`config.mk`:
```
export PLATFORM = sky130hd
export DESIGN_NAME = login_param_codec
export DESIGN_NICKNAME = d
export VERILOG_FILES = /design/src/login_pkg.sv /design/src/login_param_codec.sv
export SDC_FILE = /design/constraint.sdc
export NUM_CORES = 2
export LEC_CHECK = 0
export ABC_AREA = 1
export BUFFER_PORTS_ARGS = -buffer_cell sky130_fd_sc_hd__buf_2
export CORE_MARGIN = 2
export CORE_UTILIZATION = 40
export DETAILED_ROUTE_END_ITERATION = 6
export PLACE_DENSITY = 0.55
export SLEW_MARGIN = 30
export SYNTH_ARGS = -nofsm -noshare
export SYNTH_HDL_FRONTEND = slang
export SYNTH_SLANG_ARGS = --single-unit
```
`constraint.sdc`:
```
create_clock -name clk -period 7.95 [get_ports clk]
set_input_delay 1.1925 -clock clk [delete_from_list [all_inputs] [get_ports clk]]
set_output_delay 1.1925 -clock clk [all_outputs]
set_load 0.02 [all_outputs]
```
`src/login_pkg.sv`:
```
// constants, register map and carrier types of the login parameter codec
package login_pkg;
  // apb slave register offsets
  localparam int ADDR_W = 8;
  localparam logic [7:0] OFS_CTRL = 8'h00;
  localparam logic [7:0] OFS_EXTLEN = 8'h04;
  localparam logic [7:0] OFS_BB = 8'h08;
  localparam logic [7:0] OFS_SEQ = 8'h0c;
  localparam logic [7:0] OFS_RATOV = 8'h10;
  localparam logic [7:0] OFS_EDTOV = 8'h14;
  localparam logic [7:0] OFS_PNAME_HI = 8'h18;
  localparam logic [7:0] OFS_PNAME_LO = 8'h1c;
  localparam logic [7:0] OFS_NNAME_HI = 8'h20;
  localparam logic [7:0] OFS_NNAME_LO = 8'h24;
  localparam logic [7:0] OFS_FNAME_HI = 8'h28;
  localparam logic [7:0] OFS_FNAME_LO = 8'h2c;
  localparam logic [7:0] OFS_CONC = 8'h30;
  localparam logic [7:0] OFS_REQ_EDTOV = 8'h34;
  localparam logic [7:0] OFS_STATUS = 8'h38;
  localparam logic [7:0] OFS_MASK = 8'h3c;
  localparam logic [7:0] OFS_RX_W1 = 8'h40;
  localparam logic [7:0] OFS_EFF = 8'h44;
  localparam logic [7:0] OFS_EFF_EDTOV = 8'h48;
  // control bits
  localparam int CT_START = 0;
  localparam int CT_LEN_FLAG = 1;
  localparam int CT_ACCEPT = 2;
  localparam int CT_FABRIC_ACC = 3;
  localparam int CT_LPI = 4;
  localparam int CT_EDTOV_NS = 5;
  localparam int CT_PEER_SHORT = 6;
  localparam int CT_LOGIN_DONE = 7;
  // status and mask bits
  localparam int ST_TX_DONE = 0;
  localparam int ST_RX_DONE = 1;
  localparam int ST_PERR = 2;
  localparam int ST_W = 3;
  // payload length
  localparam int SHORT_BYTES = 116;
  localparam int LONG_BASE_BYTES = 256;
  localparam logic [9:0] SHORT_WORDS = 10'(SHORT_BYTES / 4);
  localparam logic [9:0] LONG_BASE_WORDS = 10'(LONG_BASE_BYTES / 4);
  // common word 1 fields
  localparam int W1_EDTOV_RES = 26;
  localparam int W1_LPI = 25;
  localparam int W1_LEN_FLAG = 16;
  localparam int W1_BBSC_LO = 12;
  localparam int W1_RXSZ_HI = 11;
  localparam logic [11:0] RXSZ_MIN = 12'h100;
  localparam logic [11:0] RXSZ_MAX = 12'h840;
  // payload word indices
  localparam logic [9:0] W_CMN1 = 10'h001;
  localparam logic [9:0] W_CMN2 = 10'h002;
  localparam logic [9:0] W_RATOV = 10'h003;
  localparam logic [9:0] W_EDTOV = 10'h004;
  localparam logic [9:0] W_PNAME_HI = 10'h005;
  localparam logic [9:0] W_PNAME_LO = 10'h006;
  localparam logic [9:0] W_NAME_HI = 10'h007;
  localparam logic [9:0] W_NAME_LO = 10'h008;
  localparam logic [9:0] W_CLS2 = 10'h00d;
  localparam logic [9:0] W_CLS3 = 10'h011;
  localparam logic [9:0] CLS_CONC_WORD = 10'h003;
  localparam int CLS_VALID_BIT = 31;
  localparam int CONC_LO = 16;
  localparam int NAME_FMT_LO = 28;
  // class validity before login completes
  localparam logic CLS_VALID_DEFAULT = 1'b0;

  typedef enum logic [1:0] {
    ST_IDLE = 2'b01,
    ST_SEND = 2'b10
  } tx_state_e;

  typedef struct packed {
    logic psel;
    logic penable;
    logic pwrite;
    logic [ADDR_W-1:0] paddr;
    logic [31:0] pwdata;
  } apb_req_s;

  typedef struct packed {
    logic [31:0] prdata;
    logic pready;
    logic pslverr;
  } apb_rsp_s;

  typedef struct packed {
    logic valid;
    logic last;
    logic [31:0] data;
  } word_s;
endpackage

```
`src/login_param_codec.sv`:
```
// login service parameter payload builder and checker with apb registers
// Function
// - flag clear: payload is exactly 116 bytes.
// - flag set: payload is 256 plus four times extension length bytes.
// - accept to a short-payload login also clears its length flag.
// - word 1 bits 15-12 carry the credit recovery spacing exponent.
// - word 1 bits 11-0 carry receive data field size, multiple of four.
// - receive data field sizes below 256 or above 2112 are invalid.
// - word 1 bit 25 flags low-power-idle support.
// - total concurrent sequences must not exceed per-class sum.
// - word 2 bits 15-0 flag relative offset per information category.
// - resource allocation timeout counted in 1 ms units.
// - error detect timeout in ms, or ns when word 1 bit 26 set.
// - accept error detect timeout not below request; accept value used.
// - port name in words 5-6, top four bits give format.
// - node or fabric name in words 7-8, top four bits format.
// - fabric accept carries fabric name; other frames carry node name.
// - class 2 parameters in words 13-16, class 3 in 17-20.
// - before login completes, default class values apply.
//
// Added by the designer: the placing of the registers and the APB slave port.
`timescale 1ns/1ns
`default_nettype none
module login_param_codec (
  // clock and reset
  input wire logic clk,
  input wire logic sys_rst,
  // apb slave
  input wire login_pkg::apb_req_s apb_req,
  output login_pkg::apb_rsp_s apb_rsp,
  // outgoing payload words
  output login_pkg::word_s tx_word,
  input wire logic tx_ready,
  // incoming payload words
  input wire login_pkg::word_s rx_word,
  // interrupt
  output logic irq
);
  import login_pkg::*;

  typedef struct packed {
    tx_state_e st;
    logic [7:0] ctrl;
    logic [7:0] ext_len;
    logic [15:0] bb;
    logic [23:0] seqw;
    logic [31:0] ratov;
    logic [31:0] edtov;
    logic [63:0] pname;
    logic [63:0] nname;
    logic [63:0] fname;
    logic [15:0] conc;
    logic [31:0] req_edtov;
    logic [ST_W-1:0] status;
    logic [ST_W-1:0] mask;
    logic [9:0] tx_cnt;
    logic [9:0] tx_len;
    logic tx_flag;
    logic sent_short;
    logic [9:0] rx_cnt;
    logic [31:0] rx_w1;
    logic [31:0] rx_w2;
    logic [31:0] rx_edtov;
    logic [3:0] rx_pfmt;
    logic [1:0] rx_cls_valid;
    logic [15:0] rx_conc;
    logic [31:0] eff_edtov;
    logic eff_res;
    logic [1:0] eff_cls_valid;
    apb_rsp_s rsp;
    word_s tx;
    logic irq;
  } state_s;

  state_s q;
  state_s n;

  // one payload word from the local settings
  function automatic logic [31:0] build_word(input state_s s, input logic [9:0] idx);
    logic [31:0] w;
    logic [31:0] ed;
    w = 32'h0;
    ed = (s.ctrl[CT_ACCEPT] && s.req_edtov > s.edtov) ? s.req_edtov : s.edtov;
    unique case (idx)
      W_CMN1: begin
        w[W1_EDTOV_RES] = s.ctrl[CT_EDTOV_NS];
        w[W1_LPI] = s.ctrl[CT_LPI];
        w[W1_LEN_FLAG] = s.tx_flag;
        w[W1_BBSC_LO+3:0] = s.bb;
      end
      W_CMN2: w = {8'h0, s.seqw};
      W_RATOV: w = s.ratov;
      W_EDTOV: w = ed;
      W_PNAME_HI: w = s.pname[63:32];
      W_PNAME_LO: w = s.pname[31:0];
      W_NAME_HI: w = s.ctrl[CT_FABRIC_ACC] ? s.fname[63:32] : s.nname[63:32];
      W_NAME_LO: w = s.ctrl[CT_FABRIC_ACC] ? s.fname[31:0] : s.nname[31:0];
      W_CLS2: w[CLS_VALID_BIT] = 1'b1;
      W_CLS2 + CLS_CONC_WORD: w[CONC_LO+7:CONC_LO] = s.conc[7:0];
      W_CLS3: w[CLS_VALID_BIT] = 1'b1;
      W_CLS3 + CLS_CONC_WORD: w[CONC_LO+7:CONC_LO] = s.conc[15:8];
      default: w = 32'h0;
    endcase
    return w;
  endfunction

  // next state: apb, builder, checker and interrupt
  always_comb begin
    logic acc;
    logic wr;
    logic [ST_W-1:0] set;
    logic [ST_W-1:0] clr;
    logic [11:0] sz;
    logic [9:0] exp_len;
    logic bad;
    logic [31:0] rd;
    logic hit;
    acc = apb_req.psel && apb_req.penable;
    wr = acc && q.rsp.pready && apb_req.pwrite;
    set = '0;
    clr = '0;
    sz = 12'h0;
    exp_len = 10'h0;
    bad = 1'b0;
    rd = 32'h0;
    hit = 1'b1;
    n = q;
    // one wait state, then a single-cycle ready
    n.rsp.pready = acc && !q.rsp.pready;
    unique case (apb_req.paddr)
      OFS_CTRL: rd = {24'h0, q.ctrl};
      OFS_EXTLEN: rd = {24'h0, q.ext_len};
      OFS_BB: rd = {16'h0, q.bb};
      OFS_SEQ: rd = {8'h0, q.seqw};
      OFS_RATOV: rd = q.ratov;
      OFS_EDTOV: rd = q.edtov;
      OFS_PNAME_HI: rd = q.pname[63:32];
      OFS_PNAME_LO: rd = q.pname[31:0];
      OFS_NNAME_HI: rd = q.nname[63:32];
      OFS_NNAME_LO: rd = q.nname[31:0];
      OFS_FNAME_HI: rd = q.fname[63:32];
      OFS_FNAME_LO: rd = q.fname[31:0];
      OFS_CONC: rd = {16'h0, q.conc};
      OFS_REQ_EDTOV: rd = q.req_edtov;
      OFS_STATUS: rd = {29'h0, q.status};
      OFS_MASK: rd = {29'h0, q.mask};
      OFS_RX_W1: rd = q.rx_w1;
      OFS_EFF: rd = {25'h0, q.rx_pfmt, q.eff_cls_valid, q.eff_res};
      OFS_EFF_EDTOV: rd = q.eff_edtov;
      default: hit = 1'b0;
    endcase
    if (acc && !q.rsp.pready) begin
      n.rsp.prdata = apb_req.pwrite ? 32'h0 : rd;
      n.rsp.pslverr = !hit;
    end
    // writes land at the edge that sees pready high
    if (wr) begin
      unique case (apb_req.paddr)
        OFS_CTRL: n.ctrl = {apb_req.pwdata[7:1], 1'b0};
        OFS_EXTLEN: n.ext_len = apb_req.pwdata[7:0];
        OFS_BB: n.bb = apb_req.pwdata[15:0];
        OFS_SEQ: n.seqw = apb_req.pwdata[23:0];
        OFS_RATOV: n.ratov = apb_req.pwdata;
        OFS_EDTOV: n.edtov = apb_req.pwdata;
        OFS_PNAME_HI: n.pname[63:32] = apb_req.pwdata;
        OFS_PNAME_LO: n.pname[31:0] = apb_req.pwdata;
        OFS_NNAME_HI: n.nname[63:32] = apb_req.pwdata;
        OFS_NNAME_LO: n.nname[31:0] = apb_req.pwdata;
        OFS_FNAME_HI: n.fname[63:32] = apb_req.pwdata;
        OFS_FNAME_LO: n.fname[31:0] = apb_req.pwdata;
        OFS_CONC: n.conc = apb_req.pwdata[15:0];
        OFS_REQ_EDTOV: n.req_edtov = apb_req.pwdata;
        OFS_STATUS: clr = apb_req.pwdata[ST_W-1:0];
        OFS_MASK: n.mask = apb_req.pwdata[ST_W-1:0];
        default: n.mask = q.mask;
      endcase
    end
    // builder: start bit is a pulse, ignored while a payload is going out
    unique case (q.st)
      ST_IDLE: begin
        if (wr && apb_req.paddr == OFS_CTRL && apb_req.pwdata[CT_START]) begin
          n.st = ST_SEND;
          // an accept to a short login must stay short
          n.tx_flag = apb_req.pwdata[CT_LEN_FLAG] &&
                      !(apb_req.pwdata[CT_ACCEPT] && apb_req.pwdata[CT_PEER_SHORT]);
          n.tx_len = n.tx_flag ? LONG_BASE_WORDS + {2'b00, q.ext_len} : SHORT_WORDS;
          n.tx_cnt = 10'h0;
          n.sent_short = !apb_req.pwdata[CT_ACCEPT] && !n.tx_flag;
          if (apb_req.pwdata[CT_ACCEPT]) begin
            // old ctrl is still in q here, so the larger value is picked directly
            n.eff_edtov = (q.req_edtov > q.edtov) ? q.req_edtov : q.edtov;
            n.eff_res = apb_req.pwdata[CT_EDTOV_NS];
          end
        end
      end
      ST_SEND: begin
        if (!q.tx.valid || tx_ready) begin
          if (q.tx.valid && q.tx.last) begin
            n.tx.valid = 1'b0;
            n.tx.last = 1'b0;
            n.st = ST_IDLE;
            set[ST_TX_DONE] = 1'b1;
          end else begin
            n.tx.valid = 1'b1;
            n.tx.data = build_word(q, q.tx_cnt);
            n.tx.last = (q.tx_cnt == q.tx_len - 10'h1);
            n.tx_cnt = q.tx_cnt + 10'h1;
          end
        end
      end
      default: n.st = ST_IDLE;
    endcase
    // checker: capture fields by word position
    if (rx_word.valid) begin
      unique case (q.rx_cnt)
        W_CMN1: n.rx_w1 = rx_word.data;
        W_CMN2: n.rx_w2 = rx_word.data;
        W_EDTOV: n.rx_edtov = rx_word.data;
        W_PNAME_HI: n.rx_pfmt = rx_word.data[NAME_FMT_LO+3:NAME_FMT_LO];
        W_CLS2: n.rx_cls_valid[0] = rx_word.data[CLS_VALID_BIT];
        W_CLS3: n.rx_cls_valid[1] = rx_word.data[CLS_VALID_BIT];
        W_CLS2 + CLS_CONC_WORD: n.rx_conc[7:0] = rx_word.data[CONC_LO+7:CONC_LO];
        W_CLS3 + CLS_CONC_WORD: n.rx_conc[15:8] = rx_word.data[CONC_LO+7:CONC_LO];
        default: n.rx_cnt = q.rx_cnt;
      endcase
      n.rx_cnt = q.rx_cnt + 10'h1;
      if (rx_word.last) begin
        sz = n.rx_w1[W1_RXSZ_HI:0];
        exp_len = n.rx_w1[W1_LEN_FLAG] ? LONG_BASE_WORDS + {2'b00, q.ext_len} : SHORT_WORDS;
        bad = (sz < RXSZ_MIN) || (sz > RXSZ_MAX) || (sz[1:0] != 2'b00);
        bad = bad || (n.rx_cnt != exp_len);
        bad = bad || ({1'b0, n.rx_w2[CONC_LO+7:CONC_LO]} >
                      ({1'b0, n.rx_conc[7:0]} + {1'b0, n.rx_conc[15:8]}));
        bad = bad || (q.sent_short && n.rx_w1[W1_LEN_FLAG]);
        bad = bad || (!q.ctrl[CT_ACCEPT] && n.rx_edtov < q.edtov);
        if (!q.ctrl[CT_ACCEPT]) begin
          // requester adopts the value carried by the accept
          n.eff_edtov = n.rx_edtov;
          n.eff_res = n.rx_w1[W1_EDTOV_RES];
        end
        n.rx_cnt = 10'h0;
        set[ST_RX_DONE] = 1'b1;
        set[ST_PERR] = bad;
      end
    end
    // defaults hold until software marks the login complete
    n.eff_cls_valid = q.ctrl[CT_LOGIN_DONE] ? q.rx_cls_valid : {2{CLS_VALID_DEFAULT}};
    // sticky status, a new event wins over a same-cycle clear
    n.status = (q.status & ~clr) | set;
    n.irq = |(n.status & n.mask);
    irq = q.irq;
  end

  // state register
  always_ff @(posedge clk) begin
    if (sys_rst) begin
      q <= '0;
      q.st <= ST_IDLE;
      q.tx_len <= SHORT_WORDS;
    end else begin
      q <= n;
    end
  end

  assign apb_rsp = q.rsp;
  assign tx_word = q.tx;

  // start write that must produce a short accept
  logic wr_start_short;
  assign wr_start_short = apb_req.psel && apb_req.penable && apb_rsp.pready && apb_req.pwrite &&
                          apb_req.paddr == OFS_CTRL && apb_req.pwdata[CT_START] &&
                          apb_req.pwdata[CT_ACCEPT] && apb_req.pwdata[CT_PEER_SHORT];
endmodule // login_param_codec
`default_nettype wire

```
Yosys cells after proc, flatten, opt, wreduce, memory -nomap -nowiden
Index checks and enable logic that the tools add are counted.
{"block": "word_totals", "output_inout_bits": 69, "in_bits": 80, "regBits": 597, "word_cells": 211}
{"block": "classes", "magnitude_cmp": 5, "add_sub_neg": 5, "reduce_logical": 57, "n_bitwise": 6, "mux": 51, "eq_ne": 47}
{"cell": "32-bit one-hot mux with 19 select lines", "n": 1}
{"cell": "32-bit 2-to-1 mux", "n": 9}
{"cell": "33-bit 2-to-1 mux", "n": 6}
{"cell": "16-bit one-hot mux with 8 select lines", "n": 1}
{"cell": "8-bit by 6-bit == test with 1-bit output, second input constant", "n": 8}
{"cell": "7-bit one-hot mux with 9 select lines", "n": 1}
{"cell": "10-bit by 3-bit == test with 1-bit output, second input constant", "n": 6}
{"cell": "10-bit by 5-bit == test with 1-bit output, second input constant", "n": 6}
{"cell": "24-bit 2-to-1 mux", "n": 2}
{"cell": "10-bit 2-to-1 mux", "n": 4}
{"cell": "2-bit AND reduction", "n": 20}
{"cell": "8-bit by 5-bit == test with 1-bit output, second input constant", "n": 4}
{"cell": "32-bit greater-than comparator", "n": 1}
{"cell": "32-bit < comparator", "n": 1}
{"cell": "8-bit 2-to-1 mux", "n": 4}
{"cell": "10-bit by 2-bit == test with 1-bit output, second input constant", "n": 3}
{"cell": "10-bit by 4-bit == test with 1-bit output, second input constant", "n": 3}
{"cell": "8-bit by 7-bit == test with 1-bit output, second input constant", "n": 3}
{"cell": "4-bit one-hot mux with 6 select lines", "n": 1}
{"cell": "22-bit 2-to-1 mux", "n": 1}
{"cell": "10-bit by 1-bit adder with 10-bit output, second input constant", "n": 2}
{"cell": "10-bit by 1-bit == test with 1-bit output, second input constant", "n": 2}
{"cell": "10-bit one-hot mux with 2 select lines", "n": 1}
{"cell": "19-bit OR reduction", "n": 1}
{"cell": "36 further kinds", "n": 80}

Longest topological paths before layout
{"block": "logic_depth", "word_depth": 15, "ltp_mapped": 30, "mapped_depth_nobuf": 29}

Worst setup path after synthesis
No wires, ideal clock.
{"block": "synth_timing", "path_type": "input-to-reg", "startpoint": "input rx_word[16] (netlist bit)", "endpoint": "register q (netlist bit irq)", "cell_stages": 22, "path_buffers": 0, "setup_ps": 115, "arrival_ps": 3581, "required_time_ps": 7835, "path_slack_ps": 4254, "cell_sequence": "inv_1 > o21ai_0 > ha_1 > fa_1 > nand2_1 > inv_1 > nand3_1 > nand2_1 > xnor2_1 > ha_1 > a21oi_1 > o221ai_1 > nand2_1 > a21boi_0 > o21bai_1 > nor2_1 > nor2_1 > nand2_1 > nand2_1 > nand2_1 > nand2_1 > nand2_1"}
{"block": "synth_between", "elab_chain_cells": 13, "elab_cells_between_ends": 26, "cone_classes": "1 x add/sub; 2 x order compare; 1 x eq/ne; 13 x mux; 2 x bitwise; 7 x reduce/logical"}
{"item": "from (decl)", "line": "login_param_codec.sv:35", "text": "input wire login_pkg::word_s rx_word,"}
{"item": "parallel branches: the longest is 7 deep, another holds 8-bit by 8-bit adder with 9-bit output"}
{"item": "1-bit logical OR *", "line": "login_param_codec.sv:235", "text": "bad = bad || (!q.ctrl[CT_ACCEPT] && n.rx_edtov < q.edtov);"}
{"item": "2-bit 2-to-1 mux *", "line": "login_param_codec.sv:227", "text": "if (rx_word.last) begin"}
{"item": "2-bit 2-to-1 mux *", "line": "login_param_codec.sv:214", "text": "if (rx_word.valid) begin"}
{"item": "3-bit OR *", "line": "login_param_codec.sv:249", "text": "n.status = (q.status & ~clr) | set;"}
{"item": "3-bit AND *", "line": "login_param_codec.sv:250", "text": "n.irq = |(n.status & n.mask);"}
{"item": "3-bit OR reduction *", "line": "login_param_codec.sv:250"}
{"item": "to (signal assigned)", "line": "login_param_codec.sv:261", "text": "q <= n;"}
{"item": "to (decl)", "line": "login_param_codec.sv:75", "text": "state_s q;"}
Every way passes the cells marked *. The select of a mux whose other input is x is not followed.
A chain may end at the register's enable or synchronous reset.

Worst setup path after layout
{"block": "layout_timing", "startpoint": "register q[222] (netlist bit)", "endpoint": "register q (netlist bit irq)"}
{"block": "layout_between", "elab_chain_cells": 15, "elab_cells_between_ends": 37, "cone_classes": "2 x add/sub; 4 x order compare; 6 x eq/ne; 13 x mux; 2 x bitwise; 10 x reduce/logical"}
{"item": "parallel branches: the longest is 9 deep, another holds 8-bit by 8-bit adder with 9-bit output"}
{"item": "1-bit logical OR *", "line": "login_param_codec.sv:235"}
{"item": "2-bit 2-to-1 mux *", "line": "login_param_codec.sv:227"}
{"item": "2-bit 2-to-1 mux *", "line": "login_param_codec.sv:214"}
{"item": "3-bit OR *", "line": "login_param_codec.sv:249"}
{"item": "3-bit AND *", "line": "login_param_codec.sv:250"}
{"item": "3-bit OR reduction *", "line": "login_param_codec.sv:250"}
Marks and branches as above.

==> qor.yml <==
run_status:
  status: "finished clean"
drt:
  first_pass_iters: 6
  drc: 0
  antenna_left: 0
  drtIter0Drc: 4190
  avgViaCountPerCell: 5.839
  wl_mm: 126.2
  wl_per_cell_um: 23.83
  vias: 30930
logic_synthesis:
  syn_inst: 4356
  synthDistinctLibCells: 56
  yosys-top-cells-area: "dfxtp_1 39%, a21oi_1 10%, o21ai_0 9.6%"
  synth_area_um2: 30630
  ys_seq_elements: 596
  synth_edf_count: 0
  postSynthNetCount: 4526
  yosys.area.top_type_share: 0.3896
  ys.flop_type: "dfxtp_1"
  synth_top_area_cell: "dfxtp_1"
  syn_area_per_cell_um2: 7.031
  yosysSeqAreaShare: 0.3896
  synth_warnings: 0
  async_reset_ff_frac: 0
grt:
  grt_pass1_vias: 27550
  overflow: 0
  grt_max_degree: 257
  antenna_found_initial: 3
  track_usage: 0.3134
  grt_pass1_wl_mm: 185.6
floorplanning:
  rows: 101
  top_level_ports: 149
  core_um2: 75820
  die-width_um: 280.7
  initial_core_util: 0.4039
  die_h_um: 280.7
  dieArea_um2: 78800
clock_tree:
  numCtsBuffers: 71
  cts-root-buf: "clkbuf_16"
  clock-sinks: 596
  clk_latency_ps: 630
  clkSlewWorstSetupHoldPaths_ps: 60
  cts_tree: "built"
  postCtsResizedCells: 0
  cts_hold_buf: 0
  h-tree-depth: 3
  cts_setup_buffers: 0
  clockBufferDepth: 3
power:
  clock_power_share: 0.486
  pwr-share-comb: 0.061
  peakVddDrop_mv: 0.1409
  power_switching_uw: 1669
  leakagePower_uw: 0.01306
  p_sw_frac: 0.2484
  seq_power_share: 0.453
  intPower_uw: 5052
  p_per_area_nw_per_um2: 199.4
finish:
  final_common_cell: "a21oi_1"
  most-common-layout-cells: "623 x a21oi_1, 595 x dfxtp_1, 588 x o21ai_0, 516 x nand2_1, 512 x inv_1"
  area_growth_pct: 10.03
  layout.nets: 4434
  drive_above_1_share: 0.08916
  nFillCells: 7917
timing:
  worstMarginPinSlew_ps: 1061
  fin_skew_ps: 30.59
  worst_slack_ps: 3284
  finalMaxSlewViolations: 0
  max_slew_margin: 0.2927
  rsz0062_at_grt: "no"
  timing.fmax_mhz: 214.3
  hold_violations: 0
  finalSetupViolations: 0
  setup-tns-final_ps: 0
  post-route-period-util: 0.5869
  min_period_ps: 4666
worst_setup_path:
  crit_top_cell: "nand2_1"
  cp-end-kind: "flop"
  critPathMaxFanout: 13
  criticalPathCategory: "reg2reg"
  cpPeakStageDelay_ps: 440
  cp-start-kind: "flop"
  crit_path_top_delay_cell: "fa_1"
  critPathRequiredTime_ps: 8500
  cp_top_family: "simple AND/OR/NAND/NOR gates"
  crit_buf_inv: 2
  arrival_ps: 5210
placement:
  place.gp.congestion: 0.9876
  io_buffer_count: 148
  pre_cts_ws_ps: 3244
  dpl.hpwl_mm: 87.35
run:
  maxCapViolCount: 0
min_path:
  hold_path.class: "reg2reg"
==> stage by stage <==
stage	utilization	power, uW	cells	instance area (um^2)	hold slack [ps]
floorplan	-	3370	4356	30630	414.2
global placement	0.4138	3511	5168	31380	441.8
detailed placement	0.4140	3513	5168	31390	444.1
CTS	0.4440	6751	5295	33660	451.9
global route	0.4444	6924	5296	33700	457.7
finish	0.4444	6721	5297	33700	450.0
==> power by group through the flow <==
stage	sequential (uW)	clock, uW	combinational [uW]
final	3040	3260	412
after global routing	3050	3420	460
after CTS	3040	3300	406
after detailed placement	3110	0	404
after global placement	3110	0	403
after floorplan	3100	0	267
==> cell families after synthesis <==
group / Yosys count / synth area share
fa+ha+maj: 90 / 0.03701
compound gates: 1547 / 0.2773
flops: 596 / 0.3896
xor+xnor: 24 / 0.006863
simple gates: 1193 / 0.1673
buf+inv: 906 / 0.1220
==> tightest hold or removal path, cell delays in order, from the launching register on <==
cell	delay, ps
dfxtp_1	290
inv_1	60
a21oi_1	50
==> per-layer routing <==
layer	share of wire	up-vias	track usage
met5	0.000087	-	0
met4	0.050	2	0.1445
met3	0.11	267	0.06900
met2	0.40	1615	0.4366
met1	0.44	14480	0.4550
li1	-	14570	-
==> path summary, 6_finish.rpt <==
path	start	end	depth (start not counted)	slack [ps]
setup / recovery	q[222]$_SDFFE_PP0P_	irq$_SDFF_PP0_	27	3280
hold / removal	q[203]$_SDFFE_PP0P_	q[203]$_SDFFE_PP0P_	2	450
setup reg to reg	q[222]$_SDFFE_PP0P_	irq$_SDFF_PP0_	27	3280
hold reg to reg	q[203]$_SDFFE_PP0P_	q[203]$_SDFFE_PP0P_	2	450
==> registers in the layout (all words and copies together) (netlist names) <==
register,count
tx_word,34
irq,1
q,527
apb_rsp,34
==> cell usage after synthesis (all sizes together), types with 5 or more instances <==
cell	count
clkbuf	244
a22oi	5
o21ai	596
a21oi	623
ha	89
xor2	15
a211oi	39
o2111ai	12
dfxtp	596
nand4	53
nor4	22
o22ai	166
nor3	25
nand2	533
a2111oi	7
nor3b	6
nor2	375
o211ai	10
o221ai	12
xnor2	9
inv	529
nand3	172
a221oi	65
buf	130
==> area by class of cell <==
class | instances | area (um^2) | share of cell area
Clock buffer | 107 | 2043 | 0.06063
Multi-Input combinational cell | 2854 | 15030 | 0.4460
Sequential cell | 596 | 11930 | 0.3541
Timing Repair Buffer | 209 | 1237 | 0.03672
Clock inverter | 20 | 226.5 | 0.006720
Tap cell | 978 | 1224 | 0.03631
Inverter | 532 | 2004 | 0.05948
Antenna cell | 1 | 2.502 | 0.00007426
Note: power is estimated with default switching activity, not from simulation.
